===== config.mk =====
export PLATFORM = sky130hd
export DESIGN_NAME = timed_trigger_waveform_unit
export DESIGN_NICKNAME = d
export VERILOG_FILES = /design/src/timed_trigger_pkg.sv /design/src/ns_elapsed_timer.sv /design/src/timed_trigger_waveform_unit.sv
export VERILOG_INCLUDE_DIRS = /design/src
export SDC_FILE = /design/constraint.sdc
export NUM_CORES = 1
export LEC_CHECK = 0
export BUFFER_PORTS_ARGS = -buffer_cell sky130_fd_sc_hd__buf_4
export CORE_UTILIZATION = 50
export CTS_CLUSTER_SIZE = 20
export DETAILED_ROUTE_END_ITERATION = 10
export HOLD_SLACK_MARGIN = 0.02
export PLACE_DENSITY = 0.68
export SLEW_MARGIN = 10
export SYNTH_ARGS = -nofsm -noshare
export SYNTH_HDL_FRONTEND = slang
export SYNTH_SLANG_ARGS = --single-unit

===== constraint.sdc =====
create_clock -name clk -period 5.75 [get_ports clk]
set_input_delay 0.8625 -clock clk [delete_from_list [all_inputs] [get_ports clk]]
set_output_delay 0.8625 -clock clk [all_outputs]
set_load 0.1 [all_outputs]

===== src/timed_trigger_map.svh =====
// Register offsets, fields, reset values and timing
`ifndef TIMED_TRIGGER_MAP_SVH
`define TIMED_TRIGGER_MAP_SVH

// ==========================================================
// Register byte offsets (16-bit registers)
`define TTW_OFS_TGT_NS_LO    10'h220
`define TTW_OFS_TGT_NS_HI    10'h222
`define TTW_OFS_TGT_SEC_LO   10'h224
`define TTW_OFS_TGT_SEC_HI   10'h226
`define TTW_OFS_CFG          10'h228
`define TTW_OFS_PULSE_WIDTH  10'h22a
`define TTW_OFS_CYCLE_LO     10'h22c
`define TTW_OFS_CYCLE_HI     10'h22e
`define TTW_OFS_COUNT        10'h230
`define TTW_OFS_PATTERN      10'h232
`define TTW_OFS_CTRL         10'h240
`define TTW_OFS_STATUS       10'h242

// ==========================================================
// Field positions in the configuration register
`define TTW_CFG_CASCADE_BIT  15
`define TTW_CFG_TAIL_BIT     14
`define TTW_CFG_UPSTR_MSB    13
`define TTW_CFG_UPSTR_LSB    10
`define TTW_CFG_TRIGNOW_BIT  9
`define TTW_CFG_NOTIFY_BIT   8
`define TTW_CFG_MODE_MSB     6
`define TTW_CFG_MODE_LSB     4
`define TTW_CFG_PIN_MSB      3
`define TTW_CFG_PIN_LSB      0

// Control and status fields
`define TTW_CTRL_ARM_BIT     0
`define TTW_CTRL_MASK_BIT    1
`define TTW_STAT_DONE_BIT    0
`define TTW_STAT_FAULT_BIT   1
`define TTW_STAT_BUSY_BIT    2

// ==========================================================
// Reset values
`define TTW_RST_WORD         16'h0000
`define TTW_RST_UPSTREAM     4'hf
`define TTW_RST_PIN          4'h0

// ==========================================================
// Timing figures in nanoseconds, and the pin count
`define TTW_CLK_PERIOD_NS    10
`define TTW_PULSE_UNIT_NS    8
`define TTW_CYCLE_UNIT_NS    1
`define TTW_PIN_COUNT        7

`endif


===== src/timed_trigger_pkg.sv =====
// Types shared by the timed trigger waveform unit
package timed_trigger_pkg;

  // Waveform select codes
  typedef enum logic [2:0] {
    FALLING_STEP_MODE   = 3'h0,
    RISING_STEP_MODE    = 3'h1,
    LOW_PULSE_MODE      = 3'h2,
    HIGH_PULSE_MODE     = 3'h3,
    LOW_PERIODIC_MODE   = 3'h4,
    HIGH_PERIODIC_MODE  = 3'h5,
    BIT_PATTERN_MODE    = 3'h6,
    RESERVED_MODE       = 3'h7
  } waveMode_t;

  // Sequencer states, one-hot
  typedef enum logic [3:0] {
    ST_IDLE = 4'h1,
    ST_WAIT = 4'h2,
    ST_RUN  = 4'h4,
    ST_DONE = 4'h8
  } unitState_t;

endpackage


===== src/ns_elapsed_timer.sv =====
// Elapsed-time counter in nanoseconds, advanced by one clock period per edge
`timescale 1ns/100ps

module ns_elapsed_timer #(
  parameter int unsigned W    = 33,
  parameter int unsigned STEP = 10
) (
  input  wire logic         clk,      // System time clock
  input  wire logic         rst_n,    // Synchronous reset, active low
  input  wire logic         restart,  // Zero the count on the next edge
  output logic      [W-1:0] elapsed   // Nanoseconds since last restart
);

  localparam logic [W-1:0] STEP_W = W'(STEP);
  localparam logic [W-1:0] MAX_W  = '1;

  // ==========================================================
  // Counter; saturates so a very long phase never wraps to zero
  always_ff @(posedge clk) begin
    if (!rst_n) begin
      elapsed <= '0;
    end else if (restart) begin
      elapsed <= '0;
    end else if (elapsed <= MAX_W - STEP_W) begin
      elapsed <= elapsed + STEP_W;
    end
  end

endmodule


===== src/timed_trigger_waveform_unit.sv =====
// Timed trigger unit: fires a waveform on a pin at a target time
//
// Notes on behaviour
// RQ1: No trigger-now: wait for system time to reach the target.
// RQ2: Trigger-now with a past target fires at once.
// RQ3: Notify reports done and fault, irq if mask set; else none.
// RQ4: Mode field bits 6-4, reset 000, picks the waveform.
// RQ5: Code 000 idles high, steps low at trigger, stays low.
// RQ6: Code 001 idles low, steps high at trigger, stays high.
// RQ7: Code 010 idles high, pulses low for pulse width.
// RQ8: Code 011 idles low, pulses high for pulse width.
// RQ9: Code 100: low phase pulse, period cycle width, count periods.
// RQ10: Code 101: high phase pulse, period cycle width, count periods.
// RQ11: Code 110 shifts 16-bit pattern, count bits; 111 reserved.
// RQ12: Pattern goes out LSB first and wraps to bit zero.
// RQ13: Software keeps toggling at or below 12.5 MHz.
// RQ14: Pin field bits 3:0 picks pin 0-6; 7 and up none.
// RQ15: Units sharing a pin combine by logical OR.
// RQ16: Pulse width register counts in 8 ns steps.
// RQ17: Cascade tail in pattern mode runs pulse width plus one passes.
// RQ18: Cascade without tail ignores the count, repeats forever; each pass still restarts from bit zero after count bits.
// RQ19: 32-bit cycle width in 1 ns units, also pattern bit time.
// RQ20: Before firing and after finishing, drive the resting level; codes 000 and 001 keep their stepped level after finishing.
//
// Design decision made here: strobed register access.
`timescale 1ns/100ps
`include "timed_trigger_map.svh"

module timed_trigger_waveform_unit (
  input  wire logic        clk,         // System time clock, 100 MHz
  input  wire logic        rst_n,       // Synchronous reset, active low
  input  wire logic [9:0]  regAddr,     // Register byte address
  input  wire logic [15:0] regWdata,    // Register write data
  input  wire logic        regWr,       // Write strobe
  input  wire logic        regRd,       // Read strobe
  output logic      [15:0] regRdata,    // Read data, cycle after strobe
  input  wire logic [31:0] sysTimeSec,  // System time, seconds
  input  wire logic [31:0] sysTimeNs,   // System time, nanoseconds
  input  wire logic [6:0]  peerPinIn,   // Other units' pin contributions
  output logic      [6:0]  gpioOut,     // Combined trigger pin levels
  output logic             irqOut       // Host interrupt, level
);

  localparam int unsigned TW = 33;
  localparam logic [TW-1:0] CLK_NS = TW'(`TTW_CLK_PERIOD_NS);
  localparam logic [18:0] PW_UNIT = 19'(`TTW_PULSE_UNIT_NS);
  localparam logic [31:0] CW_UNIT = 32'(`TTW_CYCLE_UNIT_NS);

  // ==========================================================
  // Register state
  logic [31:0] tgtNs_q;
  logic [31:0] tgtSec_q;
  logic        cascadeEn_q, tailUnit_q, trigNow_q, notify_q;
  logic [3:0]  upstreamSel_q;
  logic [2:0]  mode_q;
  logic [3:0]  pinSel_q;
  logic [15:0] pulseWidth_q;
  logic [31:0] cycleWidth_q;
  logic [15:0] cycleCount_q;
  logic [15:0] pattern_q;
  logic        unitArm_q, irqMask_q, completeFlag_q, faultFlag_q;

  // Sequencer state
  timed_trigger_pkg::unitState_t state_q;
  logic        activeQ_q, lateQ_q;
  logic [15:0] periodCnt_q, bitsSent_q, passCnt_q;
  logic [3:0]  bitIdx_q;

  // Combinational helpers
  logic [TW-1:0] elapsedNs, pulseNs, cycleNs;
  logic          timerRestart, pulseEnd, periodEnd, lastPeriod, lastBit;
  logic          lastPass, fireNow, missEvt, badMode, runFinish, doneEvt;
  logic          faultEvt, targetReached, targetLate, wrCtrl, armRise;
  logic          armFall, idleHigh, outLvl;
  logic [6:0]    ownPins;
  logic [3:0]    bitIdxNext;

  // ==========================================================
  // Bus decode for the control register, which drives arming
  assign wrCtrl  = regWr && (regAddr == `TTW_OFS_CTRL);
  assign armRise = wrCtrl && regWdata[`TTW_CTRL_ARM_BIT] && !unitArm_q;
  assign armFall = wrCtrl && !regWdata[`TTW_CTRL_ARM_BIT];

  // Configuration registers written by software
  always_ff @(posedge clk) begin
    if (!rst_n) begin
      tgtNs_q       <= {2{`TTW_RST_WORD}};
      tgtSec_q      <= {2{`TTW_RST_WORD}};
      cascadeEn_q   <= 1'b0;
      tailUnit_q    <= 1'b0;
      upstreamSel_q <= `TTW_RST_UPSTREAM;
      trigNow_q     <= 1'b0;
      notify_q      <= 1'b0;
      mode_q        <= 3'h0;
      pinSel_q      <= `TTW_RST_PIN;
      pulseWidth_q  <= `TTW_RST_WORD;
      cycleWidth_q  <= {2{`TTW_RST_WORD}};
      cycleCount_q  <= `TTW_RST_WORD;
      pattern_q     <= `TTW_RST_WORD;
      unitArm_q     <= 1'b0;
      irqMask_q     <= 1'b0;
    end else if (regWr) begin
      case (regAddr)
        `TTW_OFS_TGT_NS_LO:   tgtNs_q[15:0]   <= regWdata;
        `TTW_OFS_TGT_NS_HI:   tgtNs_q[31:16]  <= regWdata;
        `TTW_OFS_TGT_SEC_LO:  tgtSec_q[15:0]  <= regWdata;
        `TTW_OFS_TGT_SEC_HI:  tgtSec_q[31:16] <= regWdata;
        `TTW_OFS_CFG: begin
          cascadeEn_q   <= regWdata[`TTW_CFG_CASCADE_BIT];
          tailUnit_q    <= regWdata[`TTW_CFG_TAIL_BIT];
          upstreamSel_q <= regWdata[`TTW_CFG_UPSTR_MSB:`TTW_CFG_UPSTR_LSB];
          trigNow_q     <= regWdata[`TTW_CFG_TRIGNOW_BIT];
          notify_q      <= regWdata[`TTW_CFG_NOTIFY_BIT];
          mode_q        <= regWdata[`TTW_CFG_MODE_MSB:`TTW_CFG_MODE_LSB]; // RQ4
          pinSel_q      <= regWdata[`TTW_CFG_PIN_MSB:`TTW_CFG_PIN_LSB];
        end
        `TTW_OFS_PULSE_WIDTH: pulseWidth_q        <= regWdata;
        `TTW_OFS_CYCLE_LO:    cycleWidth_q[15:0]  <= regWdata;
        `TTW_OFS_CYCLE_HI:    cycleWidth_q[31:16] <= regWdata;
        `TTW_OFS_COUNT:       cycleCount_q        <= regWdata;
        `TTW_OFS_PATTERN:     pattern_q           <= regWdata;
        `TTW_OFS_CTRL: begin
          unitArm_q <= regWdata[`TTW_CTRL_ARM_BIT];
          irqMask_q <= regWdata[`TTW_CTRL_MASK_BIT];
        end
        default: ;
      endcase
    end
  end

  // ==========================================================
  // Sticky status; a hardware set in the clearing cycle wins
  always_ff @(posedge clk) begin
    if (!rst_n) begin
      completeFlag_q <= 1'b0;
      faultFlag_q    <= 1'b0;
    end else begin
      if (notify_q && doneEvt) begin
        completeFlag_q <= 1'b1; // RQ3
      end else if (regWr && regAddr == `TTW_OFS_STATUS &&
                   regWdata[`TTW_STAT_DONE_BIT]) begin
        completeFlag_q <= 1'b0;
      end
      if (notify_q && faultEvt) begin
        faultFlag_q <= 1'b1; // RQ3
      end else if (regWr && regAddr == `TTW_OFS_STATUS &&
                   regWdata[`TTW_STAT_FAULT_BIT]) begin
        faultFlag_q <= 1'b0;
      end
    end
  end

  // Interrupt follows the status flags through the mask
  assign irqOut = irqMask_q && (completeFlag_q || faultFlag_q); // RQ3

  // Read data, registered; unmapped addresses read as zero
  always_ff @(posedge clk) begin
    if (!rst_n) begin
      regRdata <= 16'h0000;
    end else if (regRd) begin
      case (regAddr)
        `TTW_OFS_TGT_NS_LO:   regRdata <= tgtNs_q[15:0];
        `TTW_OFS_TGT_NS_HI:   regRdata <= tgtNs_q[31:16];
        `TTW_OFS_TGT_SEC_LO:  regRdata <= tgtSec_q[15:0];
        `TTW_OFS_TGT_SEC_HI:  regRdata <= tgtSec_q[31:16];
        `TTW_OFS_CFG:         regRdata <= {cascadeEn_q, tailUnit_q,
                                           upstreamSel_q, trigNow_q,
                                           notify_q, 1'b0, mode_q,
                                           pinSel_q};
        `TTW_OFS_PULSE_WIDTH: regRdata <= pulseWidth_q;
        `TTW_OFS_CYCLE_LO:    regRdata <= cycleWidth_q[15:0];
        `TTW_OFS_CYCLE_HI:    regRdata <= cycleWidth_q[31:16];
        `TTW_OFS_COUNT:       regRdata <= cycleCount_q;
        `TTW_OFS_PATTERN:     regRdata <= pattern_q;
        `TTW_OFS_CTRL:        regRdata <= {14'h0000, irqMask_q, unitArm_q};
        `TTW_OFS_STATUS:      regRdata <= {13'h0000,
                                           state_q == timed_trigger_pkg::ST_RUN,
                                           faultFlag_q, completeFlag_q};
        default:              regRdata <= 16'h0000;
      endcase
    end else begin
      regRdata <= 16'h0000;
    end
  end

  // ==========================================================
  // Target comparison against the system time
  assign targetReached = {sysTimeSec, sysTimeNs} >= {tgtSec_q, tgtNs_q};
  assign targetLate    = {sysTimeSec, sysTimeNs} >  {tgtSec_q, tgtNs_q};

  // Phase lengths in ns; pulse width steps 8 ns, cycle width steps 1 ns
  assign pulseNs = TW'(19'(pulseWidth_q) * PW_UNIT); // RQ16
  assign cycleNs = TW'(cycleWidth_q * CW_UNIT); // RQ19
  // Ends are seen one period early so each phase lasts its whole span
  assign pulseEnd  = (elapsedNs + CLK_NS) >= pulseNs;
  assign periodEnd = (elapsedNs + CLK_NS) >= cycleNs;

  ns_elapsed_timer #(
    .W    (TW),
    .STEP (`TTW_CLK_PERIOD_NS)
  ) phaseTimer (
    .clk     (clk),
    .rst_n   (rst_n),
    .restart (timerRestart),
    .elapsed (elapsedNs)
  );

  // ==========================================================
  // Firing decision; a late target needs trigger-now, else it is a fault
  assign fireNow = (state_q == timed_trigger_pkg::ST_WAIT) &&
                   (lateQ_q ? trigNow_q : targetReached); // RQ1 RQ2
  assign missEvt = (state_q == timed_trigger_pkg::ST_WAIT) && lateQ_q &&
                   !trigNow_q;
  assign badMode = mode_q == timed_trigger_pkg::RESERVED_MODE; // RQ11
  assign faultEvt = missEvt || (fireNow && badMode);

  // Count ends; a zero count never ends
  assign lastPeriod = (cycleCount_q != 16'h0000) &&
                      (periodCnt_q + 16'h0001 == cycleCount_q); // RQ9 RQ10
  assign lastBit    = (cycleCount_q != 16'h0000) &&
                      (bitsSent_q + 16'h0001 == cycleCount_q); // RQ11
  // Cascade tail repeats value+1 passes; cascade with no tail never stops
  assign lastPass   = !cascadeEn_q ||
                      (tailUnit_q && passCnt_q == pulseWidth_q); // RQ17 RQ18
  assign bitIdxNext = bitIdx_q + 4'h1; // RQ12

  // Completion of the running waveform
  always_comb begin
    case (timed_trigger_pkg::waveMode_t'(mode_q))
      timed_trigger_pkg::FALLING_STEP_MODE,
      timed_trigger_pkg::RISING_STEP_MODE:   runFinish = 1'b1;
      timed_trigger_pkg::LOW_PULSE_MODE,
      timed_trigger_pkg::HIGH_PULSE_MODE:    runFinish = pulseEnd;
      timed_trigger_pkg::LOW_PERIODIC_MODE,
      timed_trigger_pkg::HIGH_PERIODIC_MODE: runFinish = periodEnd &&
                                                         lastPeriod;
      timed_trigger_pkg::BIT_PATTERN_MODE:   runFinish = periodEnd && lastBit
                                                         && lastPass;
      default:                               runFinish = 1'b1;
    endcase
  end
  assign doneEvt = (state_q == timed_trigger_pkg::ST_RUN) && runFinish;

  // Timer restarts at firing and at every period or bit boundary
  assign timerRestart = (fireNow && !badMode) ||
                        ((state_q == timed_trigger_pkg::ST_RUN) && periodEnd);

  // ==========================================================
  // Sequencer: arm, wait for target, run waveform, rest
  always_ff @(posedge clk) begin
    if (!rst_n) begin
      state_q     <= timed_trigger_pkg::ST_IDLE;
      activeQ_q   <= 1'b0;
      lateQ_q     <= 1'b0;
      periodCnt_q <= 16'h0000;
      bitsSent_q  <= 16'h0000;
      bitIdx_q    <= 4'h0;
      passCnt_q   <= 16'h0000;
    end else if (armFall) begin
      state_q   <= timed_trigger_pkg::ST_IDLE;
      activeQ_q <= 1'b0; // RQ20
    end else if (armRise) begin
      state_q   <= timed_trigger_pkg::ST_WAIT;
      activeQ_q <= 1'b0;
      lateQ_q   <= targetLate;
    end else begin
      case (state_q)
        timed_trigger_pkg::ST_IDLE: begin
          activeQ_q <= 1'b0; // RQ20
        end
        timed_trigger_pkg::ST_WAIT: begin
          if (faultEvt) begin
            state_q <= timed_trigger_pkg::ST_IDLE;
          end else if (fireNow) begin
            state_q     <= timed_trigger_pkg::ST_RUN;
            periodCnt_q <= 16'h0000;
            bitsSent_q  <= 16'h0000;
            bitIdx_q    <= 4'h0;
            passCnt_q   <= 16'h0000;
            // Pattern starts on its bit zero, all others go active
            activeQ_q <= (mode_q == timed_trigger_pkg::BIT_PATTERN_MODE) ?
                         pattern_q[0] : 1'b1; // RQ5 RQ6 RQ12
          end
        end
        timed_trigger_pkg::ST_RUN: begin
          if (runFinish) begin
            state_q <= timed_trigger_pkg::ST_DONE;
            // Steps hold their new level; everything else comes to rest
            activeQ_q <= (mode_q == timed_trigger_pkg::FALLING_STEP_MODE) ||
                         (mode_q == timed_trigger_pkg::RISING_STEP_MODE);
          end else if (mode_q == timed_trigger_pkg::BIT_PATTERN_MODE) begin
            if (periodEnd) begin
              if (lastBit) begin
                // Next pass restarts from bit zero
                passCnt_q  <= passCnt_q + 16'h0001; // RQ17
                bitsSent_q <= 16'h0000;
                bitIdx_q   <= 4'h0;
                activeQ_q  <= pattern_q[0];
              end else begin
                bitsSent_q <= bitsSent_q + 16'h0001;
                bitIdx_q   <= bitIdxNext; // RQ12
                activeQ_q  <= pattern_q[bitIdxNext]; // RQ11
              end
            end
          end else if (periodEnd && mode_q[2]) begin
            periodCnt_q <= periodCnt_q + 16'h0001; // RQ9 RQ10
            activeQ_q   <= 1'b1;
          end else if (pulseEnd) begin
            activeQ_q <= 1'b0; // RQ7 RQ8 RQ9 RQ10
          end
        end
        timed_trigger_pkg::ST_DONE: begin
          state_q <= timed_trigger_pkg::ST_DONE; // RQ20
        end
        default: begin
          state_q   <= timed_trigger_pkg::ST_IDLE;
          activeQ_q <= 1'b0;
        end
      endcase
    end
  end

  // ==========================================================
  // Output level: falling-type modes idle high, so invert the active flag
  assign idleHigh = (mode_q == timed_trigger_pkg::FALLING_STEP_MODE) ||
                    (mode_q == timed_trigger_pkg::LOW_PULSE_MODE) ||
                    (mode_q == timed_trigger_pkg::LOW_PERIODIC_MODE);
  assign outLvl = activeQ_q ^ idleHigh; // RQ5 RQ6 RQ7 RQ8 RQ20

  // Pin routing; select values seven and above drive nothing
  always_comb begin
    ownPins = 7'h00;
    for (int i = 0; i < `TTW_PIN_COUNT; i++) begin
      if (pinSel_q == 4'(i)) begin
        ownPins[i] = outLvl; // RQ14
      end
    end
  end

  // Registered pins; peers sharing a pin are combined by OR
  always_ff @(posedge clk) begin
    if (!rst_n) begin
      gpioOut <= 7'h00;
    end else begin
      gpioOut <= ownPins | peerPinIn; // RQ15
    end
  end

endmodule


==> impl_metrics.yaml <==
synth:
  synth_area_per_cell_um2: 7.58
  async_reset_ff_share_pct: 0
  synth_area_leaders: "dfxtp_1 (32%), nand2_1 (9.5%), ha_1 (8.6%)"
  yosysMostFrequentCell: "nand2_1"
  yosysUniqueCellTypes: 87
  synth_top_area_share_pct: 32.4
  synth-edff-count: 0
  synthesis.nets: 2466
  yosys-top-cells-count: "nand2_1 (433), a21oi_1 (283), dfxtp_1 (276), inv_1 (158), clkbuf_1 (119)"
  yosysWarnings: 0
  yosys.area.top_type: "dfxtp_1"
  netlist_instances: 2248
  syn_area_um2: 17000
  ys_seq_area_share_pct: 32.4
  ys.flop_type: "dfxtp_1"
  ys_ff_latch: 276
place:
  dp_hpwl_um: 42500
  place_ws_ns: 0.931
  gp_congestion: 0.977
  portBuffers: 124
drt:
  wl_per_cell_um: 21.3
  drt_wl_total_um: 58400
  drc_errors: 0
  detail-route-antenna-nets: 0
  vias: 17000
  firstDrtPassIters: 7
  drtIter0Drc: 2072
  avgViaCountPerCell: 6.19
setup_path:
  cp_max_fo: 12
  critPathCaptureType: "flop"
  path_class: "reg -> reg"
  crit_arrival_ns: 5.31
  crit_required_ns: 6.13
  startpoint_type: "flop"
global_routing:
  grt_pass1_wl_um: 90700
  grt_pass1_vias: 15800
  grt_max_degree: 91
  antenna_found_initial: 0
  grt_overflow: 0
  grt_usage_pct: 32.9
power:
  seqPwrFrac_pct: 42.3
  power_density_nw_per_um2: 237
  clockPowerShare_pct: 50.5
  leakage_nw: 7.17
  internal_power_mw: 3.44
  swShare_pct: 24.4
  switching_power_mw: 1.11
  pwr-share-comb_pct: 7.3
  ir_worst_vdd_mv: 0.193
timing:
  period_needed_ns: 4.94
  timing.hold.ws_ns: 0.468
  rsz0062_at_grt: "no"
  slew_headroom_pct: 29.4
  setup_viol: 0
  fin_ws_ns: 0.812
  min_period_over_period_pct: 85.9
  hold_violations: 0
  max_freq_mhz: 203
  skew_ns: 0.0395
  setup_tns_ns: 0
  worst_slew_pin_slew_ns: 1.03
  finalMaxSlewViolations: 0
clock_tree:
  postCtsSetupBuffers: 0
  postCtsHoldBufs: 0
  cts_tree: "built"
  cts_root_buf: "clkbuf_16"
  cts_buffer_depth: 3
  clock_latency_ns: 0.54
  clock_sinks: 276
  cts_max_level: 2
  clkSlewWorstSetupHoldPaths_ns: 0.06
  cts_resized: 0
  cts_inserted_buffers: 34
die:
  start_util_pct: 50.8
  die_y_um: 187
  die_area_um2: 34800
  fp.dieW_um: 187
  coreArea_um2: 33500
  ios: 125
  rows: 67
cells_and_area:
  area_growth_pct: 12.9
  num_antenna_cells: 0
  nets: 2491
  drive_above_1_share_pct: 10.3
worst_hold_path:
  worst_hold_path_type: "reg -> reg"
run:
  drv_cap: 0
outcome:
  outcome: "finished, final reports clean"
layer usage:
| metal | track usage, % | up-vias | share of wire (%) |
|---|---|---|---|
| met5 | 0 | - | 0 |
| met4 | 14.9 | 0 | 4.9 |
| met3 | 4.57 | 154 | 8.8 |
| met2 | 50.3 | 876 | 43 |
| met1 | 45.8 | 7991 | 43 |
| li1 | - | 7987 | - |
power by group through the flow:
stage | logic [mW] | clock network, mW | registers (mW)
floorplan | 0.172 | 0 | 1.99
global placement | 0.315 | 0 | 1.97
detailed placement | 0.323 | 0 | 1.97
CTS | 0.325 | 2.30 | 1.92
global route | 0.356 | 2.39 | 1.92
finish | 0.331 | 2.30 | 1.93
kinds of logic after synthesis:
family                   share of synthesized area (%)
buffers and inverters                             7.07
multiplexers                                      1.62
adder cells (fa/ha/maj)                           8.59
AO/OA/AOI/OAI                                     21.6
XOR/XNOR                                          4.50
flip-flops                                        32.4
AND/OR/NAND/NOR                                   24.1
critical path, stage by stage (launching register included):
cell and delay (ns):
dfxtp_1 0.43, a21oi_1 0.22, nor4_1 0.83, nand2_1 0.15, xor2_1 0.21, inv_1 0.09, ha_1 0.30, nand4_1 0.12
nor3_1 0.27, o21ai_0 0.13, a31oi_1 0.25, o2111a_1 0.26, or3_1 0.41, nand4_1 0.55, a21oi_1 0.44, o32ai_1 0.14
cell usage in the layout (no fill, tap or decap), types with 10 or more instances in the layout:
cell type,Yosys,layout
inv_1,158,157
or4_1,20,20
a21oi_1,283,282
o21ai_0,53,53
a22oi_1,49,49
o211ai_1,11,11
nand4_1,37,37
ha_1,117,117
nand2_1,433,433
and4_1,24,24
buf_4,2,137
mux2i_1,13,13
a221oi_1,19,19
xnor2_1,41,41
and2_1,19,19
nor3_1,29,28
nor2b_1,17,17
o22ai_1,10,10
xor2_1,44,44
nand3_1,85,84
o21a_1,10,10
clkbuf_16,0,35
or3_1,15,15
a21o_1,20,20
nand2b_1,17,17
and3_1,27,27
a31oi_1,32,32
nor2_1,83,81
nor4_1,17,16
o31ai_1,21,21
clkbuf_8,0,11
dfxtp_1,276,276
sequential cells by signal, summed over array words and instances (netlist names), 3 cells and up:
register,cells
regRdata,16
cycleCount_q,16
tgtSec_q,32
phaseTimer.elapsed,32
state_q,4
passCnt_q,16
pattern_q,16
pulseWidth_q,16
cycleWidth_q,32
tgtNs_q,32
bitsSent_q,16
pinSel_q,4
periodCnt_q,16
upstreamSel_q,4
gpioOut,7
bitIdx_q,4
mode_q,3
final timing paths:
path / startpoint / end / slack (ns) / cells past startpoint
worst max-delay path: phaseTimer.elapsed[1]$_SDFFE_PP0N_ / periodCnt_q[0]$_SDFFE_PN0P_ / 0.81 / 15
worst max register to register: phaseTimer.elapsed[1]$_SDFFE_PP0N_ / periodCnt_q[0]$_SDFFE_PN0P_ / 0.81 / 15
worst min-delay path: cycleWidth_q[8]$_SDFFE_PN0P_ / cycleWidth_q[8]$_SDFFE_PN0P_ / 0.47 / 2
worst min register to register: cycleWidth_q[8]$_SDFFE_PN0P_ / cycleWidth_q[8]$_SDFFE_PN0P_ / 0.47 / 2
per-stage QoR:
step | cell area (um^2) | total power, mW | utilization, % | std cells
2_1_floorplan | 17000 | 2.16 | - | 2248
3_3_place_gp | 18000 | 2.28 | 53.8 | 2685
3_5_place_dp | 18000 | 2.29 | 53.8 | 2685
4_1_cts | 19200 | 4.55 | 57.3 | 2746
5_1_grt | 19200 | 4.67 | 57.4 | 2746
6_report | 19200 | 4.55 | 57.4 | 2746
cell type report:
cell class                 instances  area (um^2)
clock buffer                      54         1060
clock inverter                     7          139
fill                            3190        14300
inverter                         158          596
multi-input combinational       1666        10300
sequential                       276         5530
tap                              448          561
timing repair buffer             137         1030
No activity file was read; power rests on OpenSTA's default activity.
